## src/verilog/mcr_defines.svh

```systemverilog
// Purpose: offsets, field positions, reset values and divider counts
// Assumes: register bus with 32-bit data, one aligned word per register
// Notes: included by the misc control block and its clock divider
`ifndef MCR_DEFINES_SVH
`define MCR_DEFINES_SVH

`define MCR_MISC_OFF 32'h0000_0020
`define MCR_MISC_RST 8'h00

`define MCR_BIT_PCLK_DIV 7
`define MCR_BIT_SS_SRC 6
`define MCR_BIT_SS_SOFT 5
`define MCR_PB_SENSE_HI 4
`define MCR_PB_SENSE_LO 3
`define MCR_PA_SENSE_HI 2
`define MCR_PA_SENSE_LO 1
`define MCR_BIT_SLOW 0

// half periods in aclk cycles (oscillator clock is aclk)
`define MCR_PCLK_HALF_NORM 5'd1
`define MCR_PCLK_HALF_ALT 5'd2
`define MCR_CPU_HALF_NORM 5'd1
`define MCR_CPU_HALF_SLOW 5'd16

`define MCR_RESP_OKAY 2'h0
`define MCR_RESP_SLVERR 2'h2

`endif

```

## src/verilog/mcr_pkg.sv

```systemverilog
// Purpose: shared types of the misc control block
// Assumes: nothing beyond the defines header
// Notes: sense encodings follow the control register layout
package mcr_pkg;

    typedef enum logic [1:0] {
        MCR_SENSE_FALL_LOW = 2'h0,
        MCR_SENSE_RISE = 2'h1,
        MCR_SENSE_FALL = 2'h2,
        MCR_SENSE_BOTH = 2'h3
    } mcr_sense_t;

endpackage : mcr_pkg

```

## src/verilog/mcr_sense_if.sv

```systemverilog
// Purpose: carries one interrupt source's sensitivity and its request
// Assumes: single clock domain
// Notes: ctl end owns the setting, det end owns the request
interface mcr_sense_if;
    import mcr_pkg::*;
    mcr_sense_t sense;
    logic req;
    modport ctl (output sense, input req);
    modport det (input sense, output req);
endinterface : mcr_sense_if

```

## src/verilog/mcr_clk_div.sv

```systemverilog
// Purpose: glitch-free two-ratio clock divider
// Assumes: half periods fit CNT_W bits and are at least one cycle
// Notes: a new ratio is taken only at the end of a whole period
`include "mcr_defines.svh"
module mcr_clk_div #(
    parameter int CNT_W = 5,
    parameter logic [CNT_W-1:0] HALF_A = 5'd1,
    parameter logic [CNT_W-1:0] HALF_B = 5'd2
) (
    input wire logic aclk,
    input wire logic aresetn,
    input wire logic sel,
    output logic clk_out
);
    initial begin
        if (HALF_A == 0 || HALF_B == 0) $error("mcr_clk_div: zero half");
    end

    typedef struct packed {
        logic [CNT_W-1:0] cnt;
        logic out;
        logic cur;
    } mcr_div_st_t;

    mcr_div_st_t st_r;
    mcr_div_st_t st_nxt;
    logic [CNT_W-1:0] half;

    assign half = st_r.cur ? HALF_B : HALF_A;

    always_comb begin
        st_nxt = st_r;
        if (st_r.cnt == half - 1'b1) begin
            st_nxt.cnt = '0;
            st_nxt.out = ~st_r.out;
            // switch only as the high phase ends: no short pulse
            if (st_r.out) begin
                st_nxt.cur = sel;
            end
        end else begin
            st_nxt.cnt = st_r.cnt + 1'b1;
        end
    end

    always_ff @(posedge aclk) begin
        if (!aresetn) begin
            st_r <= '0;
        end else begin
            st_r <= st_nxt;
        end
    end

    assign clk_out = st_r.out;

endmodule : mcr_clk_div

```

## src/verilog/mcr_ext_irq.sv

```systemverilog
// Purpose: external interrupt detector for one port
// Assumes: pin inputs already pass two flip-flops in the parent
// Notes: request is a registered level; edges give one-cycle pulses
module mcr_ext_irq #(
    parameter int N = 8
) (
    input wire logic aclk,
    input wire logic aresetn,
    input wire logic [N-1:0] pin_s,
    input wire logic [N-1:0] irq_en,
    mcr_sense_if.det sif
);
    import mcr_pkg::*;

    initial begin
        if (N < 1 || N > 8) $error("mcr_ext_irq: N must be 1..8");
    end

    typedef struct packed {
        logic [N-1:0] prev;
        logic req;
    } mcr_irq_st_t;

    mcr_irq_st_t st_r;
    mcr_irq_st_t st_nxt;
    logic [N-1:0] fall;
    logic [N-1:0] rise;
    logic [N-1:0] low;

    genvar g;
    generate
        for (g = 0; g < N; g++) begin : g_pin
            // compare current sample with previous one
            assign fall[g] = irq_en[g] & st_r.prev[g] & ~pin_s[g];
            assign rise[g] = irq_en[g] & ~st_r.prev[g] & pin_s[g];
            assign low[g] = irq_en[g] & ~pin_s[g];
        end
    endgenerate

    always_comb begin
        st_nxt = st_r;
        st_nxt.prev = pin_s;
        case (sif.sense)
            MCR_SENSE_FALL_LOW: st_nxt.req = |fall | |low;
            MCR_SENSE_RISE: st_nxt.req = |rise;
            MCR_SENSE_FALL: st_nxt.req = |fall;
            MCR_SENSE_BOTH: st_nxt.req = |fall | |rise;
            default: st_nxt.req = 1'b0;
        endcase
    end

    always_ff @(posedge aclk) begin
        if (!aresetn) begin
            // pins idle high, so no edge is seen right after reset
            st_r <= '{prev: {N{1'b1}}, req: 1'b0};
        end else begin
            st_r <= st_nxt;
        end
    end

    assign sif.req = st_r.req;

endmodule : mcr_ext_irq

```

## src/verilog/mcr_top.sv

```systemverilog
// Purpose: misc control register with interrupt sense, slave-select
//          source and clock ratio selection, on an AXI4-Lite slave
// Assumes: aclk is the oscillator clock; irq_mask_flag comes from the
//          cpu on aclk; port pins and the select pin are asynchronous
// Notes: one register word; all other addresses answer SLVERR
//
// The implementer's own choice: the AXI4-Lite slave port.
`include "mcr_defines.svh"
module mcr_top #(
    parameter int ADDR_W = 8,
    parameter int PA_N = 8,
    parameter int PB_N = 6
) (
    input wire logic aclk,
    input wire logic aresetn,
    input wire logic [ADDR_W-1:0] s_axi_awaddr,
    input wire logic [2:0] s_axi_awprot,
    input wire logic s_axi_awvalid,
    output logic s_axi_awready,
    input wire logic [31:0] s_axi_wdata,
    input wire logic [3:0] s_axi_wstrb,
    input wire logic s_axi_wvalid,
    output logic s_axi_wready,
    output logic [1:0] s_axi_bresp,
    output logic s_axi_bvalid,
    input wire logic s_axi_bready,
    input wire logic [ADDR_W-1:0] s_axi_araddr,
    input wire logic [2:0] s_axi_arprot,
    input wire logic s_axi_arvalid,
    output logic s_axi_arready,
    output logic [31:0] s_axi_rdata,
    output logic [1:0] s_axi_rresp,
    output logic s_axi_rvalid,
    input wire logic s_axi_rready,
    input wire logic irq_mask_flag,
    input wire logic [PA_N-1:0] port_a_pins,
    input wire logic [PA_N-1:0] port_a_dir,
    input wire logic [PA_N-1:0] port_a_opt,
    input wire logic [PB_N-1:0] port_b_pins,
    input wire logic [PB_N-1:0] port_b_dir,
    input wire logic [PB_N-1:0] port_b_opt,
    input wire logic slave_select_pin_n,
    output logic spi_slave_select_n,
    output logic port_b_line_two_gpio,
    output logic port_a_ext_irq,
    output logic port_b_ext_irq,
    output logic periph_clk,
    output logic cpu_clk,
    output mcr_pkg::mcr_sense_t port_a_irq_sense,
    output mcr_pkg::mcr_sense_t port_b_irq_sense
);
    import mcr_pkg::*;

    initial begin
        if (ADDR_W < 6 || ADDR_W > 32) $error("mcr_top: ADDR_W 6..32");
        if (PA_N < 1 || PA_N > 8) $error("mcr_top: PA_N 1..8");
        if (PB_N < 3 || PB_N > 8) $error("mcr_top: PB_N 3..8");
    end

    localparam logic [ADDR_W-1:0] MISC_ADDR = ADDR_W'(`MCR_MISC_OFF);

    function automatic logic is_misc(input logic [ADDR_W-1:0] a);
        // byte address bits 1:0 are ignored, the word is what counts
        return a[ADDR_W-1:2] == MISC_ADDR[ADDR_W-1:2];
    endfunction : is_misc

    typedef struct packed {
        logic [7:0] misc_control_reg;
        logic aw_got;
        logic w_got;
        logic [ADDR_W-1:0] aw_addr;
        logic [7:0] w_byte;
        logic w_lane0;
        logic bvalid;
        logic [1:0] bresp;
        logic rvalid;
        logic [1:0] rresp;
        logic [7:0] rdata;
        logic [PA_N-1:0] pa_s1;
        logic [PA_N-1:0] pa_s2;
        logic [PB_N-1:0] pb_s1;
        logic [PB_N-1:0] pb_s2;
        logic ss_s1;
        logic ss_s2;
        logic ss_out_n;
    } mcr_st_t;

    mcr_st_t st_r;
    mcr_st_t st_nxt;
    logic [7:0] wr_val;
    logic pclk_sel;
    logic slow_clock_select;
    logic slave_select_source_sel;
    logic slave_select_soft_level;

    mcr_sense_if pa_if ();
    mcr_sense_if pb_if ();

    assign pclk_sel = st_r.misc_control_reg[`MCR_BIT_PCLK_DIV];
    assign slave_select_source_sel = st_r.misc_control_reg[`MCR_BIT_SS_SRC];
    assign slave_select_soft_level = st_r.misc_control_reg[`MCR_BIT_SS_SOFT];
    assign slow_clock_select = st_r.misc_control_reg[`MCR_BIT_SLOW];

    // independent fields, one per source
    assign pb_if.sense = mcr_sense_t'(st_r.misc_control_reg[
        `MCR_PB_SENSE_HI:`MCR_PB_SENSE_LO]);
    assign pa_if.sense = mcr_sense_t'(st_r.misc_control_reg[
        `MCR_PA_SENSE_HI:`MCR_PA_SENSE_LO]);

    // sense fields keep their old value unless interrupts are masked
    always_comb begin
        wr_val = st_r.w_byte;
        if (!irq_mask_flag) begin
            wr_val[`MCR_PB_SENSE_HI:`MCR_PB_SENSE_LO] =
                st_r.misc_control_reg[`MCR_PB_SENSE_HI:`MCR_PB_SENSE_LO];
            wr_val[`MCR_PA_SENSE_HI:`MCR_PA_SENSE_LO] =
                st_r.misc_control_reg[`MCR_PA_SENSE_HI:`MCR_PA_SENSE_LO];
        end
    end

    always_comb begin
        st_nxt = st_r;
        // two-stage synchronisers; stage one feeds only stage two
        st_nxt.pa_s1 = port_a_pins;
        st_nxt.pa_s2 = st_r.pa_s1;
        st_nxt.pb_s1 = port_b_pins;
        st_nxt.pb_s2 = st_r.pb_s1;
        st_nxt.ss_s1 = slave_select_pin_n;
        st_nxt.ss_s2 = st_r.ss_s1;
        st_nxt.ss_out_n = slave_select_source_sel ?
            slave_select_soft_level : st_r.ss_s2;

        // write address and data may arrive in either order
        if (s_axi_awvalid && s_axi_awready) begin
            st_nxt.aw_got = 1'b1;
            st_nxt.aw_addr = s_axi_awaddr;
        end
        if (s_axi_wvalid && s_axi_wready) begin
            st_nxt.w_got = 1'b1;
            st_nxt.w_byte = s_axi_wdata[7:0];
            st_nxt.w_lane0 = s_axi_wstrb[0];
        end
        if (st_r.aw_got && st_r.w_got && !st_r.bvalid) begin
            st_nxt.aw_got = 1'b0;
            st_nxt.w_got = 1'b0;
            st_nxt.bvalid = 1'b1;
            if (is_misc(st_r.aw_addr)) begin
                st_nxt.bresp = `MCR_RESP_OKAY;
                if (st_r.w_lane0) begin
                    st_nxt.misc_control_reg = wr_val;
                end
            end else begin
                st_nxt.bresp = `MCR_RESP_SLVERR;
            end
        end
        if (st_r.bvalid && s_axi_bready) begin
            st_nxt.bvalid = 1'b0;
        end

        if (s_axi_arvalid && s_axi_arready) begin
            st_nxt.rvalid = 1'b1;
            if (is_misc(s_axi_araddr)) begin
                st_nxt.rdata = st_r.misc_control_reg;
                st_nxt.rresp = `MCR_RESP_OKAY;
            end else begin
                st_nxt.rdata = 8'h00;
                st_nxt.rresp = `MCR_RESP_SLVERR;
            end
        end else if (st_r.rvalid && s_axi_rready) begin
            st_nxt.rvalid = 1'b0;
        end
    end

    always_ff @(posedge aclk) begin
        if (!aresetn) begin
            st_r <= '0;
            st_r.misc_control_reg <= `MCR_MISC_RST;
            // select pin idles high (inactive)
            st_r.ss_s1 <= 1'b1;
            st_r.ss_s2 <= 1'b1;
            st_r.ss_out_n <= 1'b1;
            st_r.pa_s1 <= '1;
            st_r.pa_s2 <= '1;
            st_r.pb_s1 <= '1;
            st_r.pb_s2 <= '1;
        end else begin
            st_r <= st_nxt;
        end
    end

    // a pin is an interrupt input only as input with option set
    mcr_ext_irq #(.N(PA_N)) u_irq_a (
        .aclk(aclk),
        .aresetn(aresetn),
        .pin_s(st_r.pa_s2),
        .irq_en(~port_a_dir & port_a_opt),
        .sif(pa_if.det)
    );

    mcr_ext_irq #(.N(PB_N)) u_irq_b (
        .aclk(aclk),
        .aresetn(aresetn),
        .pin_s(st_r.pb_s2),
        .irq_en(~port_b_dir & port_b_opt),
        .sif(pb_if.det)
    );

    // peripheral clock ratio; staying under 4 MHz is up to software
    mcr_clk_div #(
        .CNT_W(5),
        .HALF_A(`MCR_PCLK_HALF_NORM),
        .HALF_B(`MCR_PCLK_HALF_ALT)
    ) u_pclk (
        .aclk(aclk),
        .aresetn(aresetn),
        .sel(pclk_sel),
        .clk_out(periph_clk)
    );

    mcr_clk_div #(
        .CNT_W(5),
        .HALF_A(`MCR_CPU_HALF_NORM),
        .HALF_B(`MCR_CPU_HALF_SLOW)
    ) u_cpuclk (
        .aclk(aclk),
        .aresetn(aresetn),
        .sel(slow_clock_select),
        .clk_out(cpu_clk)
    );

    assign s_axi_awready = !st_r.aw_got && !st_r.bvalid;
    assign s_axi_wready = !st_r.w_got && !st_r.bvalid;
    assign s_axi_bvalid = st_r.bvalid;
    assign s_axi_bresp = st_r.bresp;
    assign s_axi_arready = !st_r.rvalid;
    assign s_axi_rvalid = st_r.rvalid;
    assign s_axi_rresp = st_r.rresp;
    assign s_axi_rdata = {24'h000000, st_r.rdata};

    assign spi_slave_select_n = st_r.ss_out_n;
    // shared line is free for plain I/O under software select
    assign port_b_line_two_gpio = slave_select_source_sel;
    assign port_a_ext_irq = pa_if.req;
    assign port_b_ext_irq = pb_if.req;
    assign port_a_irq_sense = pa_if.sense;
    assign port_b_irq_sense = pb_if.sense;

endmodule : mcr_top
```

## config.mk

```make
export PLATFORM = sky130hd
export DESIGN_NAME = mcr_top
export DESIGN_NICKNAME = d
export VERILOG_FILES = /design/src/verilog/mcr_pkg.sv /design/src/verilog/mcr_sense_if.sv /design/src/verilog/mcr_clk_div.sv /design/src/verilog/mcr_ext_irq.sv /design/src/verilog/mcr_top.sv
export VERILOG_INCLUDE_DIRS = /design/src /design/src/verilog
export SDC_FILE = /design/constraint.sdc
export NUM_CORES = 1
export LEC_CHECK = 0
export BUFFER_PORTS_ARGS = -buffer_cell sky130_fd_sc_hd__buf_2
export CORE_ASPECT_RATIO = 0.6
export CORE_MARGIN = 2
export CORE_UTILIZATION = 48
export CTS_CLUSTER_SIZE = 24
export DETAILED_ROUTE_END_ITERATION = 12
export PLACE_DENSITY = 0.87
export SLEW_MARGIN = 20
export SYNTH_ARGS = -nofsm -noshare
export SYNTH_HDL_FRONTEND = slang
export SYNTH_SLANG_ARGS = --single-unit
```

## constraint.sdc

```tcl
create_clock -name aclk -period 2.3 [get_ports aclk]
set_input_delay 0.23 -clock aclk [delete_from_list [all_inputs] [get_ports aclk]]
set_output_delay 0.23 -clock aclk [all_outputs]
set_load 0.05 [all_outputs]
```

* Word-level counts from Yosys, hierarchy flattened *
Cells that the tools add are included.
Widths: inputs -> output; s select.

storage, ports and cells
  register bits after elaboration = 102
  output and inout port bits = 51
  logic and storage cells = 191

cells by class
  $add $sub $neg = 4
  eq/ne operators = 10
  muxes and demuxes = 9
  bitwise gates (word level) = 109
  reductions and logical operators = 30

operators by type and width
  cell                 number
  $and 1x1->1          70
  $not 1->1            31
  $reduce_or 8->1      3
  $reduce_or 6->1      3
  $eq 6x4->1 const B   2
  $add 5x1->5 const B  2
  $eq 5x5->1           2
  $mux 10              1
  $sub 5x1->5 const B  2
  $logic_and 1x1->1    9
  $and 8x8->8          1
  $eq 2x2->1 const B   4
  $not 8->8            1
  $pmux 1 s4           2
  $reduce_or 2->1      4
  $and 6x6->6          1
  $not 6->6            1
  $mux 5               1
  $eq 2x1->1 const B   2
  $logic_not 1->1      4
  $logic_not 2->1      2
  $mux 2               2
  $or 1x1->1           4
  $reduce_and 2->1     2
  4 further kinds      6

* Depth between registers and ports, before layout *
Gate-level depths: netlist of the first run.

  depth after elaboration = 7
  mapped depth = 6

* Modules after synthesis *
From an unflattened synthesis of the first run, not the netlist that was laid out.

second synthesis, totals
  cell total of the unflattened synthesis = 447
  area total of the unflattened synthesis = 4294.1 um2

modules (own cells, without submodules)
  module                   times used  cells an instance  area an instance (um2)  seq. area each (um2)
  mcr_top                  1           275                2773.9                  1361.3
  mcr_ext_irq at u_irq_a   1           61                 514.2                   180.2
  mcr_ext_irq at u_irq_b   1           47                 400.4                   140.1
  mcr_clk_div at u_cpuclk  1           35                 325.3                   140.1
  mcr_clk_div at u_pclk    1           29                 280.3                   140.1

* Least setup slack after synthesis of the first run *
OpenSTA, ideal clock, no wires.

  path type = reg2reg
  start = register st_r (netlist bit s_axi_bvalid)
  end = register st_r[56] (netlist bit)
  arrival time = 2.043 ns
  required time = 2.184 ns
  setup slack = 0.141 ns
  cell stages (with the launch flop) = 6
  path buffers = 1
  clock period less this slack = 2.159 ns
  cells stage by stage = dfxtp_1 > nor2_1 > and2_1 > clkbuf_1 > mux2i_1 > nor2b_1

between the ends
  longest elaborated chain between the ends = 3

ends and longest elaborated chain
  item                    RTL line        text
  from (decl)             mcr_top.sv:88   mcr_st_t st_r;
  from (signal assigned)  mcr_top.sv:187  st_r <= st_nxt;
  $logic_not 1->1         mcr_top.sv:231  assign s_axi_awready = !st_r.aw_got && !st_r.bvalid;
  $logic_and 1x1->1       mcr_top.sv:231
  via s_axi_awready       mcr_top.sv:19   output logic s_axi_awready,
  $logic_and 1x1->1       mcr_top.sv:134  if (s_axi_awvalid && s_axi_awready) begin

The timed path passes the listed nets, and every way through them passes these cells.
A chain may end at the register's enable or synchronous reset.

* Worst setup path in the final report of the first run *
  start = register st_r[58] (netlist bit)
  end = register st_r (netlist bit port_b_irq_sense[0])

between the ends
  longest elaborated chain between the ends = 2

ends and longest elaborated chain
  item                        RTL line       text
  $eq 6x4->1                  mcr_top.sv:64  return a[ADDR_W-1:2] == MISC_ADDR[ADDR_W-1:2];
  $reduce_and 4->1 (no line)  -

Every way passes these cells.

==> out/metrics.csv, run 1 <==
stage,metric,value,unit
outcome,result of the run,"complete, no violations",
logic_synthesis,most instantiated cells after synthesis,"sky130_fd_sc_hd__dfxtp_1 (98), sky130_fd_sc_hd__nand2b_1 (50), sky130_fd_sc_hd__buf_4 (40)",
detailed_routing,total number of vias,2949,
worst_setup_path,critical path's top delay family,simple AND/OR/NAND/NOR gates,
global_route,GR Overflow Total,0,
sta,max-slew violation count,0,
finish,Reg area,1960,um^2
worst_hold_path,count of cells along the worst hold path,2,
die,number of core rows,25,
sta,setup clock skew after layout,0.00662,ns
place,global placer's final weighted congestion,0.834,
detailed_routing,number of optimization iterations in the first detailed-route pass,4,
logic_synthesis,Yosys cell types,44,
place,HPWL Detailed,5860,um
logic_synthesis,Cells after Synth,415,
finish,fill cell total of the finished layout,709,
finish,Final Net Count,613,
power_and_ir_drop,leakage,2.10,nW
worst_setup_path,critical path buffer and inverter count,0,
global_route,vias in the first global route,2764,
clock_tree,deepest clock path buffer count,2,
die,DIE AREA,9240,um^2
worst_hold_path,worst min-delay path category,in -> reg,
worst_setup_path,R2R depth,5,
logic_synthesis,Seq cells post-synth,98,
worst_setup_path,"Largest stage delay, worst path",0.52,ns
finish,antenna cell count,0,
power_and_ir_drop,power per unit of standard cell area,741,nW/um^2
worst_setup_path,critical path required time,2.52,ns
sta,Max Clock Freq,515,MHz
clock_tree,"Clk pin slew, worst setup/hold paths",0.06,ns
die,standard cell core area,8040,um^2
worst_setup_path,minimum setup slack among reg-to-reg paths,0.36,ns
sta,Sum Neg Setup Slack,0,ns
worst_setup_path,nature of the critical path startpoint,register,
clock_tree,clock buffers created by TritonCTS,9,
worst_setup_path,Critical Path Stages,5,
sta,setup repair after global routing missed its margin,no,
logic_synthesis,dominant synthesized flop cell,sky130_fd_sc_hd__dfxtp_1,
global_route,global-route wire length before repair,12300,um
detailed_routing,average wire per standard cell,13.0,um
clock_tree,setup repair bufs after CTS,0,
worst_setup_path,critical path data arrival time,2.16,ns
clock_tree,clock tree from TritonCTS,built,
die,initial core utilization,0.505,
clock_tree,CTS Hold Bufs,0,
worst_setup_path,Slowest cell on crit path,sky130_fd_sc_hd__or4b_1,
logic_synthesis,post-synth top area share,0.483,
clock_tree,Clock Tree Root,sky130_fd_sc_hd__clkbuf_16,
logic_synthesis,average footprint of a synthesized cell,9.79,um^2
clock_tree,maximum level of the CTS H-tree,3,
logic_synthesis,combined area of all synthesized cells,4060,um^2
logic_synthesis,top-count cell post-synth,sky130_fd_sc_hd__dfxtp_1,
sta,Tcrit/Tclk final,0.843,
logic_synthesis,YS warnings,0,
worst_setup_path,category of the most critical setup path,reg -> reg,
detailed_routing,DRC Markers,0,
detailed_routing,"wirelength, routed",7890,um
logic_synthesis,"Async S/R FF share, synth",0,
logic_synthesis,top cells by area in the synthesized netlist,"sky130_fd_sc_hd__dfxtp_1 (48%), sky130_fd_sc_hd__nand2b_1 (7.7%), sky130_fd_sc_hd__buf_4 (7.4%), sky130_fd_sc_hd__mux2i_1 (4.2%), sky130_fd_sc_hd__nor2b_1 (4.0%)",
worst_setup_path,highest net fanout along the worst path,4,
logic_synthesis,sequential area share after synthesis,0.483,
finish,combined area of the multi-input logic cells,1800,um^2
global_route,global-route usage over all layers,0.174,
clock_tree,clock latency of the later-clocked register in the worst-skew pair,0.34,ns
finish,area growth from synthesis to final layout,15.6,%
sta,endpoints failing hold,0,
die,chip width,123,um
sta,count of endpoints failing setup in the final report,0,
global_route,number of antenna violations at the first check in global routing,0,
logic_synthesis,biggest area consumer among synthesized cells,sky130_fd_sc_hd__dfxtp_1,
sta,relative slew slack,0.591,
global_route,maximum number of pins on one net before global-route repair,92,
clock_tree,CTS resizes,0,
sta,post-layout min period,1.94,ns
die,die height,75.3,um
job,max-cap violation count,0,
finish,core occupancy in the finished layout,0.584,
detailed_routing,ANT nets after route,0,
detailed_routing,1st-iter DRT viols,147,
worst_setup_path,crit-path cells,"or4b_1, nor3_1, nand4_1, mux2i_1, nor2b_1",
detailed_routing,vias per cell,4.87,
sta,actual slew at the worst max-slew pin,0.609,ns
logic_synthesis,number of enable flip-flop cells after synthesis,0,
worst_setup_path,element type at the critical path end,register,
clock_tree,clk sink count,98,
place,number of buffers added on ports,96,
power_and_ir_drop,Max rail drop VDD,0.483,mV
die,number of I/O pins,160,
finish,fraction of final layout cells sized beyond drive strength 1,0.231,
==> per-layer routing <==
metal  global-route usage  share of wire  vias to the layer above  wire length, um
met1                0.211           0.46                     1341             3600
li1                     -              -                     1488                -
met5                    0              0                        -                0
met4               0.0549          0.013                        0              100
met2                0.292           0.46                      107             3600
met3               0.0659          0.075                       13              594
==> per-stage QoR <==
stage	setup WS (ns)	hold WS, ns	power, mW	instance area (um^2)	std cells
after floorplan	0.141	0.331	2.15	4160	440
after global placement	0.397	0.389	2.21	4450	593
after detailed placement	0.338	0.393	2.23	4450	593
after CTS	0.320	0.0613	3.51	4690	606
after global routing	0.228	0.0597	3.63	4690	606
final	0.360	0.0716	3.48	4690	606
==> sequential cells by signal, summed over array words and instances, names as in the netlist, 2 cells and up <==
register,count
port_a_irq_sense,2
port_b_irq_sense,2
s_axi_rdata,8
st_nxt,15
st_r,32
u_cpuclk.st_r,6
u_irq_a.st_r,8
u_irq_b.st_r,6
u_pclk.st_r,6
==> layout make-up <==
class | instances | area share
Sequential cell | 98 | 0.418
Timing Repair Buffer | 97 | 0.107
Multi-Input combinational cell | 278 | 0.384
Clock buffer | 9 | 0.0480
Inverter | 12 | 0.00960
Tap cell | 108 | 0.0288
Clock inverter | 4 | 0.00480
==> cell families (layout without fill, tap and decap cells) <==
| logic type | count (synthesis) | after routing | share of synthesized area |
|---|---|---|---|
| other | 1 | 26 | 0.000923 |
| AND/OR/NAND/NOR | 177 | 177 | 0.254 |
| multiplexers | 18 | 18 | 0.0447 |
| AO/OA/AOI/OAI | 40 | 40 | 0.0767 |
| flip-flops | 98 | 98 | 0.483 |
| buffers and inverters | 64 | 122 | 0.0961 |
| adder cells (fa/ha/maj) | 8 | 8 | 0.0246 |
| XOR/XNOR | 9 | 9 | 0.0194 |
==> final timing paths <==
| kind | start | to |
|---|---|---|
| worst max-delay path | st_r[58] | port_b_irq_sense[0] |
| worst min-delay path | port_a_pins[7] | st_nxt[22] |
| worst max register to register | st_r[58] | port_b_irq_sense[0] |
| worst min register to register | st_nxt[18] | st_r[18] |
==> placed cells by master, fill, tap and decap left out, types with 2 or more instances in the layout <==
cell / count
sky130_fd_sc_hd__dfxtp_1: 98
sky130_fd_sc_hd__buf_2: 96
sky130_fd_sc_hd__nand2b_1: 50
sky130_fd_sc_hd__nand2_1: 29
sky130_fd_sc_hd__nor2b_1: 26
sky130_fd_sc_hd__conb_1: 26
sky130_fd_sc_hd__nor2_1: 25
sky130_fd_sc_hd__mux2i_1: 17
sky130_fd_sc_hd__a22oi_1: 15
sky130_fd_sc_hd__inv_1: 12
sky130_fd_sc_hd__a21boi_0: 10
sky130_fd_sc_hd__nor3b_1: 10
sky130_fd_sc_hd__clkbuf_16: 9
sky130_fd_sc_hd__nand3_1: 8
sky130_fd_sc_hd__ha_1: 8
sky130_fd_sc_hd__nor4bb_1: 6
sky130_fd_sc_hd__xor2_1: 5
sky130_fd_sc_hd__and2_1: 4
sky130_fd_sc_hd__xnor2_1: 4
sky130_fd_sc_hd__o21ai_0: 3
sky130_fd_sc_hd__nor4_1: 3
sky130_fd_sc_hd__nand4_1: 3
sky130_fd_sc_hd__or4_1: 3
sky130_fd_sc_hd__clkinv_2: 3
sky130_fd_sc_hd__nor3_1: 2
sky130_fd_sc_hd__o211a_1: 2
==> where the power goes <==
part | leakage [nW] | switching (mW) | internal (mW)
Combinational | 1.17 | 0.264 | 0.132
Clock | 0.123 | 0.584 | 0.708
Sequential | 0.803 | 0.0301 | 1.76
Total | 2.10 | 0.878 | 2.60
No activity file was read; power rests on OpenSTA's default activity.
==> inputs of run 2 (changes only) <==
ABC_AREA = 1   (was default)
CORE_UTILIZATION = 49   (was 48)
PLACE_DENSITY = 0.88   (was 0.87)
clock period = 1.9 ns   (was 2.3 ns; I/O delays follow)
==> run 2 against run 1 <==
Effect of this change: routed wire length is 3.0% higher; synthesized cell count increased by 32%; non-clock buffer count increased by 2; worst hold slack got worse by 0.043 ns; highest routed layer unchanged.
==> out/metrics.csv, run 2 <==
stage,metric,value,unit,change
detailed_routing,average wire per standard cell,10.9,um,-16%
sta,relative slew slack,0.658,,+0.0669
logic_synthesis,Seq cells post-synth,98,,unchanged
finish,largest register by flop count,st_r,,
global_route,vias in the first global route,3052,,+10%
die,number of I/O pins,160,,unchanged
worst_setup_path,highest net fanout along the worst path,8,,+4
sta,max-slew violation count,0,,unchanged
finish,"most common cell after layout, fill and taps aside",sky130_fd_sc_hd__nor2_1,,
global_route,maximum number of pins on one net before global-route repair,44,,-52%
sta,post-layout min period,1.38,ns,-0.560 ns
logic_synthesis,Yosys cell types,30,,-32%
worst_hold_path,critical hold path startpoint,port_a_pins[0],,
outcome,result of the run,"complete, no violations",,
logic_synthesis,average footprint of a synthesized cell,7.58,um^2,-23%
clock_tree,clk sink count,98,,unchanged
clock_tree,Clock Tree Root,sky130_fd_sc_hd__clkbuf_16,,
die,number of core rows,25,,unchanged
logic_synthesis,YS warnings,0,,unchanged
power_and_ir_drop,power per unit of standard cell area,1010,nW/um^2,+36%
logic_synthesis,biggest area consumer among synthesized cells,sky130_fd_sc_hd__dfxtp_1,,
clock_tree,setup repair bufs after CTS,0,,unchanged
sta,Final Hold Slack,0.0289,ns,-0.0428 ns
die,DIE AREA,9220,um^2,-0.16%
finish,area growth from synthesis to final layout,16.7,%,
logic_synthesis,post-synth top area share,0.474,,-0.00905
worst_setup_path,R2R depth,7,,+2
worst_setup_path,Critical Path Stages,7,,+2
global_route,global-route wire length before repair,13100,um,+6.0%
power_and_ir_drop,leakage,2.47,nW,+18%
finish,Reg area,1960,um^2,unchanged
worst_setup_path,critical path required time,2.13,ns,-0.39 ns
sta,count of endpoints failing setup in the final report,0,,unchanged
finish,combined area of the multi-input logic cells,1720,um^2,-4.7%
finish,fraction of final layout cells sized beyond drive strength 1,0.241,,+0.0100
worst_hold_path,Min-Delay Endpoint,st_nxt[15],,
worst_hold_path,count of cells along the worst hold path,2,,unchanged
sta,Tcrit/Tclk final,0.726,,-0.117
worst_setup_path,minimum setup slack among reg-to-reg paths,0.52,ns,+0.16 ns
worst_setup_path,critical path data arrival time,1.61,ns,-0.55 ns
worst_setup_path,critical path's top delay family,simple AND/OR/NAND/NOR gates,,
finish,Final Net Count,748,,+22%
worst_setup_path,critical path buffer and inverter count,1,,+1
logic_synthesis,top-count cell post-synth,sky130_fd_sc_hd__nor2_1,,
global_route,global-route usage over all layers,0.187,,+0.0127
worst_setup_path,launching point of the worst reg2reg path,st_r[62],,
global_route,number of antenna violations at the first check in global routing,1,,+1
job,max-cap violation count,0,,unchanged
place,number of buffers added on ports,96,,unchanged
die,standard cell core area,8040,um^2,unchanged
logic_synthesis,"Async S/R FF share, synth",0,,unchanged
sta,actual slew at the worst max-slew pin,0.509,ns,-0.0996 ns
power_and_ir_drop,Final Total Pwr,4.88,mW,+40%
power_and_ir_drop,Max rail drop VDD,0.456,mV,-5.7%
detailed_routing,DRC Markers,0,,unchanged
worst_setup_path,Worst setup startpoint,st_r[62],,
worst_setup_path,Crit Reg-Reg Endpoint,port_a_irq_sense[1],,
place,HPWL Detailed,6220,um,+6.1%
clock_tree,CTS Hold Bufs,0,,unchanged
sta,setup repair after global routing missed its margin,no,,
worst_setup_path,crit-path cells,"inv_1, nor2_2, nand3_1, nor2_2, nand2_2, o21ai_0, a21oi_1",,
sta,setup clock skew after layout,0.00385,ns,-0.00276 ns
die,die height,75.2,um,about the same
detailed_routing,1st-iter DRT viols,159,,+8.2%
worst_setup_path,element type at the critical path end,register,,
logic_synthesis,sequential area share after synthesis,0.474,,-0.00905
detailed_routing,number of optimization iterations in the first detailed-route pass,4,,unchanged
logic_synthesis,most instantiated cells after synthesis,"sky130_fd_sc_hd__nor2_1 (105), sky130_fd_sc_hd__dfxtp_1 (98), sky130_fd_sc_hd__nand2_1 (95)",,
logic_synthesis,dominant synthesized flop cell,sky130_fd_sc_hd__dfxtp_1,,
finish,max FFs per register,32,,unchanged
sta,Sum Neg Setup Slack,0,ns,unchanged
place,global placer's final weighted congestion,0.784,,-6.0%
logic_synthesis,top cells by area in the synthesized netlist,"sky130_fd_sc_hd__dfxtp_1 (47%), sky130_fd_sc_hd__nor2_1 (9.5%), sky130_fd_sc_hd__nand2_1 (8.6%), sky130_fd_sc_hd__buf_4 (7.3%), sky130_fd_sc_hd__or2_2 (5.1%)",,
clock_tree,deepest clock path buffer count,2,,unchanged
clock_tree,clock latency of the later-clocked register in the worst-skew pair,0.34,ns,about the same
logic_synthesis,Cells after Synth,546,,+32%
clock_tree,"Clk pin slew, worst setup/hold paths",0.06,ns,about the same
clock_tree,CTS resizes,0,,unchanged
sta,endpoints failing hold,0,,unchanged
finish,"commonest cells after routing, fill and taps aside","sky130_fd_sc_hd__nor2_1 (105), sky130_fd_sc_hd__dfxtp_1 (98), sky130_fd_sc_hd__buf_2 (96), sky130_fd_sc_hd__nand2_1 (95), sky130_fd_sc_hd__inv_1 (55)",,
worst_setup_path,nature of the critical path startpoint,register,,
worst_setup_path,category of the most critical setup path,reg -> reg,,
worst_setup_path,"Largest stage delay, worst path",0.34,ns,-0.18 ns
worst_setup_path,Slowest cell on crit path,sky130_fd_sc_hd__dfxtp_1,,
detailed_routing,total number of vias,3365,,+14%
worst_hold_path,worst min-delay path category,in -> reg,,
detailed_routing,vias per cell,4.52,,-7.1%
global_route,GR Overflow Total,0,,unchanged
worst_setup_path,most used cell along the critical path,sky130_fd_sc_hd__nor2_2,,
clock_tree,clock tree from TritonCTS,built,,
clock_tree,maximum level of the CTS H-tree,3,,unchanged
finish,fill cell total of the finished layout,748,,+5.5%
detailed_routing,ANT nets after route,0,,unchanged
logic_synthesis,number of enable flip-flop cells after synthesis,0,,unchanged
die,initial core utilization,0.515,,+0.00965
detailed_routing,"wirelength, routed",8130,um,+3.0%
die,chip width,123,um,about the same
sta,Max Clock Freq,725,MHz,+41%
clock_tree,clock buffers created by TritonCTS,9,,unchanged
logic_synthesis,combined area of all synthesized cells,4140,um^2,+1.9%
run 2: stage by stage:
| stage | worst slack [ns] | std cells | utilization | area [um^2] |
|---|---|---|---|---|
| floorplan | -0.0298 | 571 | - | 4230 |
| global placement | 0.588 | 728 | 0.564 | 4530 |
| detailed placement | 0.522 | 728 | 0.564 | 4530 |
| CTS | 0.507 | 743 | 0.600 | 4830 |
| global route | 0.372 | 743 | 0.600 | 4830 |
| finish | 0.520 | 744 | 0.601 | 4830 |
run 2: worst max-delay path by stage:
| stage | endpoint | slack, ns |
|---|---|---|
| after floorplan | st_r[61] | -0.03 |
| after global placement | port_a_irq_sense[0] | 0.59 |
| after detailed placement | port_a_irq_sense[1] | 0.52 |
| after CTS | port_a_irq_sense[1] | 0.51 |
| after global routing | s_axi_rdata[0] | 0.37 |
| final | port_a_irq_sense[1] | 0.52 |
run 2: per-layer routing:
metal	wire [um]	global-route usage	up-vias	share of wire
met1	3680	0.221	1487	0.45
met2	3820	0.320	82	0.47
met5	0	0	-	0
met4	73	0.0562	0	0.0090
li1	-	-	1789	-
met3	548	0.0727	7	0.067
run 2: where the power goes:
part	leakage, nW	total (mW)	internal, mW	switching (mW)
Combinational	1.52	0.817	0.245	0.572
Clock	0.146	1.77	1.05	0.720
Sequential	0.805	2.29	2.20	0.0890
Total	2.47	4.88	3.50	1.38
run 2: logic make-up after synthesis:
group / after synthesis / synth area share
compound gates: 49 / 0.0605
xor+xnor: 5 / 0.0106
fa+ha+maj: 8 / 0.0242
buf+inv: 107 / 0.134
flops: 98 / 0.474
other cells: 1 / 0.000906
simple gates: 278 / 0.296
run 2: cell type report:
| type | count | area share |
|---|---|---|
| antenna | 1 | 0.000518 |
| clock buffer | 11 | 0.0503 |
| clock inverter | 4 | 0.0109 |
| inverter | 57 | 0.0443 |
| multi-input combinational | 366 | 0.356 |
| sequential | 98 | 0.406 |
| tap | 108 | 0.0280 |
| timing repair buffer | 99 | 0.104 |
==> inputs of run 3 (changes only) <==
clock period = 1.3 ns   (was 1.9 ns; I/O delays follow)
==> run 3 against run 2 <==
Effect of this change: non-clock buffer count up 24; first-iteration DRC count is 14% higher; worst hold slack better by 0.0084 ns; cell count is 3.2% higher; highest routed layer unchanged; global-route usage is 0.27 points higher; clock skew grew 0.0032 ns; design area grew 6.5%; die area unchanged; flip-flop and latch count unchanged.
==> out/metrics.csv, run 3 (synthesized netlist as in run 2, its figures left out) <==
stage,metric,value,unit,change
place,pre-CTS worst setup slack,-0.0298,ns,-0.551 ns
clock_tree,maximum level of the CTS H-tree,3,,unchanged
finish,number of standard cells in the final layout excluding fillers,768,,+3.2%
die,DIE AREA,9220,um^2,unchanged
clock_tree,Clock Tree Root,sky130_fd_sc_hd__clkbuf_16,,
sta,setup slack of the critical path after layout,0.0441,ns,-0.476 ns
detailed_routing,DRC Markers,0,,unchanged
finish,cell area after layout,5140,um^2,+6.5%
finish,"commonest cells after routing, fill and taps aside","sky130_fd_sc_hd__nor2_1 (96), sky130_fd_sc_hd__nand2_1 (93), sky130_fd_sc_hd__buf_2 (93), sky130_fd_sc_hd__dfxtp_1 (91), sky130_fd_sc_hd__inv_1 (53)",,
worst_setup_path,minimum setup slack among reg-to-reg paths,0.05,ns,-0.47 ns
finish,area growth from synthesis to final layout,24.3,%,
die,standard cell core area,8040,um^2,unchanged
place,Post-Place Cell Area,4620,um^2,+2.0%
finish,Reg area,1980,um^2,+0.70%
place,number of buffers added on ports,96,,unchanged
global_route,number of antenna violations at the first check in global routing,0,,-1
sta,count of endpoints failing setup in the final report,0,,unchanged
clock_tree,"Clk pin slew, worst setup/hold paths",0.06,ns,about the same
finish,fraction of final layout cells sized beyond drive strength 1,0.280,,+0.0394
finish,"most common cell after layout, fill and taps aside",sky130_fd_sc_hd__nor2_1,,
global_route,global-route wire length before repair,13400,um,+2.9%
power_and_ir_drop,Max rail drop VDD,0.652,mV,+43%
finish,largest register by flop count,st_r,,
sta,Final Hold Slack,0.0373,ns,+0.00840 ns
detailed_routing,average wire per standard cell,11.3,um,+3.1%
detailed_routing,number of optimization iterations in the first detailed-route pass,5,,+1
die,number of core rows,25,,unchanged
worst_setup_path,category of the most critical setup path,reg -> out,,
die,initial core utilization,0.515,,unchanged
finish,Final Net Count,772,,+3.2%
die,die height,75.2,um,unchanged
detailed_routing,ANT nets after route,0,,unchanged
outcome,result of the run,"complete, no violations",,
detailed_routing,"wirelength, routed",8650,um,+6.4%
clock_tree,setup repair bufs after CTS,0,,unchanged
clock_tree,clock latency of the later-clocked register in the worst-skew pair,0.34,ns,about the same
die,chip width,123,um,unchanged
sta,max-slew violation count,0,,unchanged
power_and_ir_drop,leakage,2.59,nW,+5.0%
finish,fill cell total of the finished layout,706,,-5.6%
worst_setup_path,critical path buffer and inverter count,2,,+1
sta,post-layout min period,1.26,ns,
job,max-cap violation count,0,,unchanged
place,global placer's final weighted congestion,0.829,,+5.7%
clock_tree,clock tree from TritonCTS,built,,
detailed_routing,vias per cell,4.58,,+1.4%
power_and_ir_drop,power per unit of standard cell area,1400,nW/um^2,+38%
worst_setup_path,critical path data arrival time,1.13,ns,-0.48 ns
global_route,vias in the first global route,3168,,+3.8%
worst_setup_path,Slowest cell on crit path,sky130_fd_sc_hd__dfxtp_1,,
sta,Tcrit/Tclk final,0.966,,
sta,setup repair after global routing missed its margin,yes,,
sta,Max Clock Freq,796,MHz,
finish,max FFs per register,32,,unchanged
global_route,global-route usage over all layers,0.190,,+0.00266
worst_setup_path,"Largest stage delay, worst path",0.38,ns,+0.04 ns
clock_tree,clk sink count,98,,unchanged
worst_setup_path,nature of the critical path startpoint,register,,
place,HPWL Detailed,6390,um,+2.8%
finish,antenna cell count,0,,-1
clock_tree,deepest clock path buffer count,2,,unchanged
die,number of I/O pins,160,,unchanged
worst_setup_path,highest net fanout along the worst path,4,,-4
worst_hold_path,worst min-delay path category,in -> reg,,
global_route,GR Overflow Total,0,,unchanged
detailed_routing,total number of vias,3521,,+4.6%
sta,setup clock skew after layout,0.00701,ns,+0.00316 ns
worst_setup_path,crit-path cells,"buf_4, buf_2",,
detailed_routing,1st-iter DRT viols,181,,+14%
clock_tree,clock buffers created by TritonCTS,9,,unchanged
worst_setup_path,critical path's top delay family,buffers and inverters,,
place,instance count after placement with tap cells included,737,,+1.2%
worst_setup_path,critical path required time,1.17,ns,-0.96 ns
worst_setup_path,element type at the critical path end,output pin,,
sta,endpoints failing hold,0,,unchanged
finish,combined area of the multi-input logic cells,1790,um^2,+4.3%
global_route,maximum number of pins on one net before global-route repair,31,,-30%
-- run 3: worst paths after layout --
kind         cells after the start                      end           startpoint
max                              2      port_b_irq_sense[0]  port_b_irq_sense[0]
min                              3                 st_r[46]       s_axi_wdata[0]
max reg2reg                      7  slave_select_soft_level             st_r[57]
min reg2reg                      1                 st_r[21]           st_nxt[21]
-- run 3: cell type report --
cell class	instances	area share
sequential	98	0.384
clock inverter	1	0.00122
timing repair buffer	123	0.143
clock buffer	15	0.0540
tap	108	0.0263
inverter	57	0.0433
multi-input combinational	366	0.348
-- run 3: through the flow --
stage	total power [mW]	util	setup TNS (ns)
after global routing	7.53	0.640	-0.208
after CTS	7.17	0.630	0
after floorplan	4.38	-	0
after detailed placement	4.64	0.575	-0.0298
final	7.18	0.640	0
after global placement	4.58	0.575	0
-- run 3: routing by layer --
layer	vias to the layer above	GRT usage	wire [um]
met5	-	0	0
met4	0	0.0626	118
met3	13	0.0598	597
met2	105	0.341	4090
met1	1569	0.219	3850
li1	1834	-	-
-- run 3: what timing repair did --
action | CTS | global route
endpoints found under the setup margin | 3 | 22
gates resized for setup | 3 | 34
hold buffers | 15 | 0
pin swaps | 0 | 9
hold endpoints to repair | 15 | 0
-- run 3: power breakdown --
part           internal (mW)  switching [mW]  leakage, nW
sequential              3.22           0.139        0.809
clock                   1.46            1.05        0.140
combinational          0.432           0.876         1.65
-- run 3: worst register-to-register path, cell delays in order (launching register included) --
cell	delay, ns
sky130_fd_sc_hd__dfxtp_1	0.31
sky130_fd_sc_hd__nor2_1	0.10
sky130_fd_sc_hd__nand4_1	0.21
sky130_fd_sc_hd__nor2_4	0.21
sky130_fd_sc_hd__buf_6	0.14
sky130_fd_sc_hd__inv_4	0.05
sky130_fd_sc_hd__nor2_4	0.09
sky130_fd_sc_hd__nor2_1	0.05
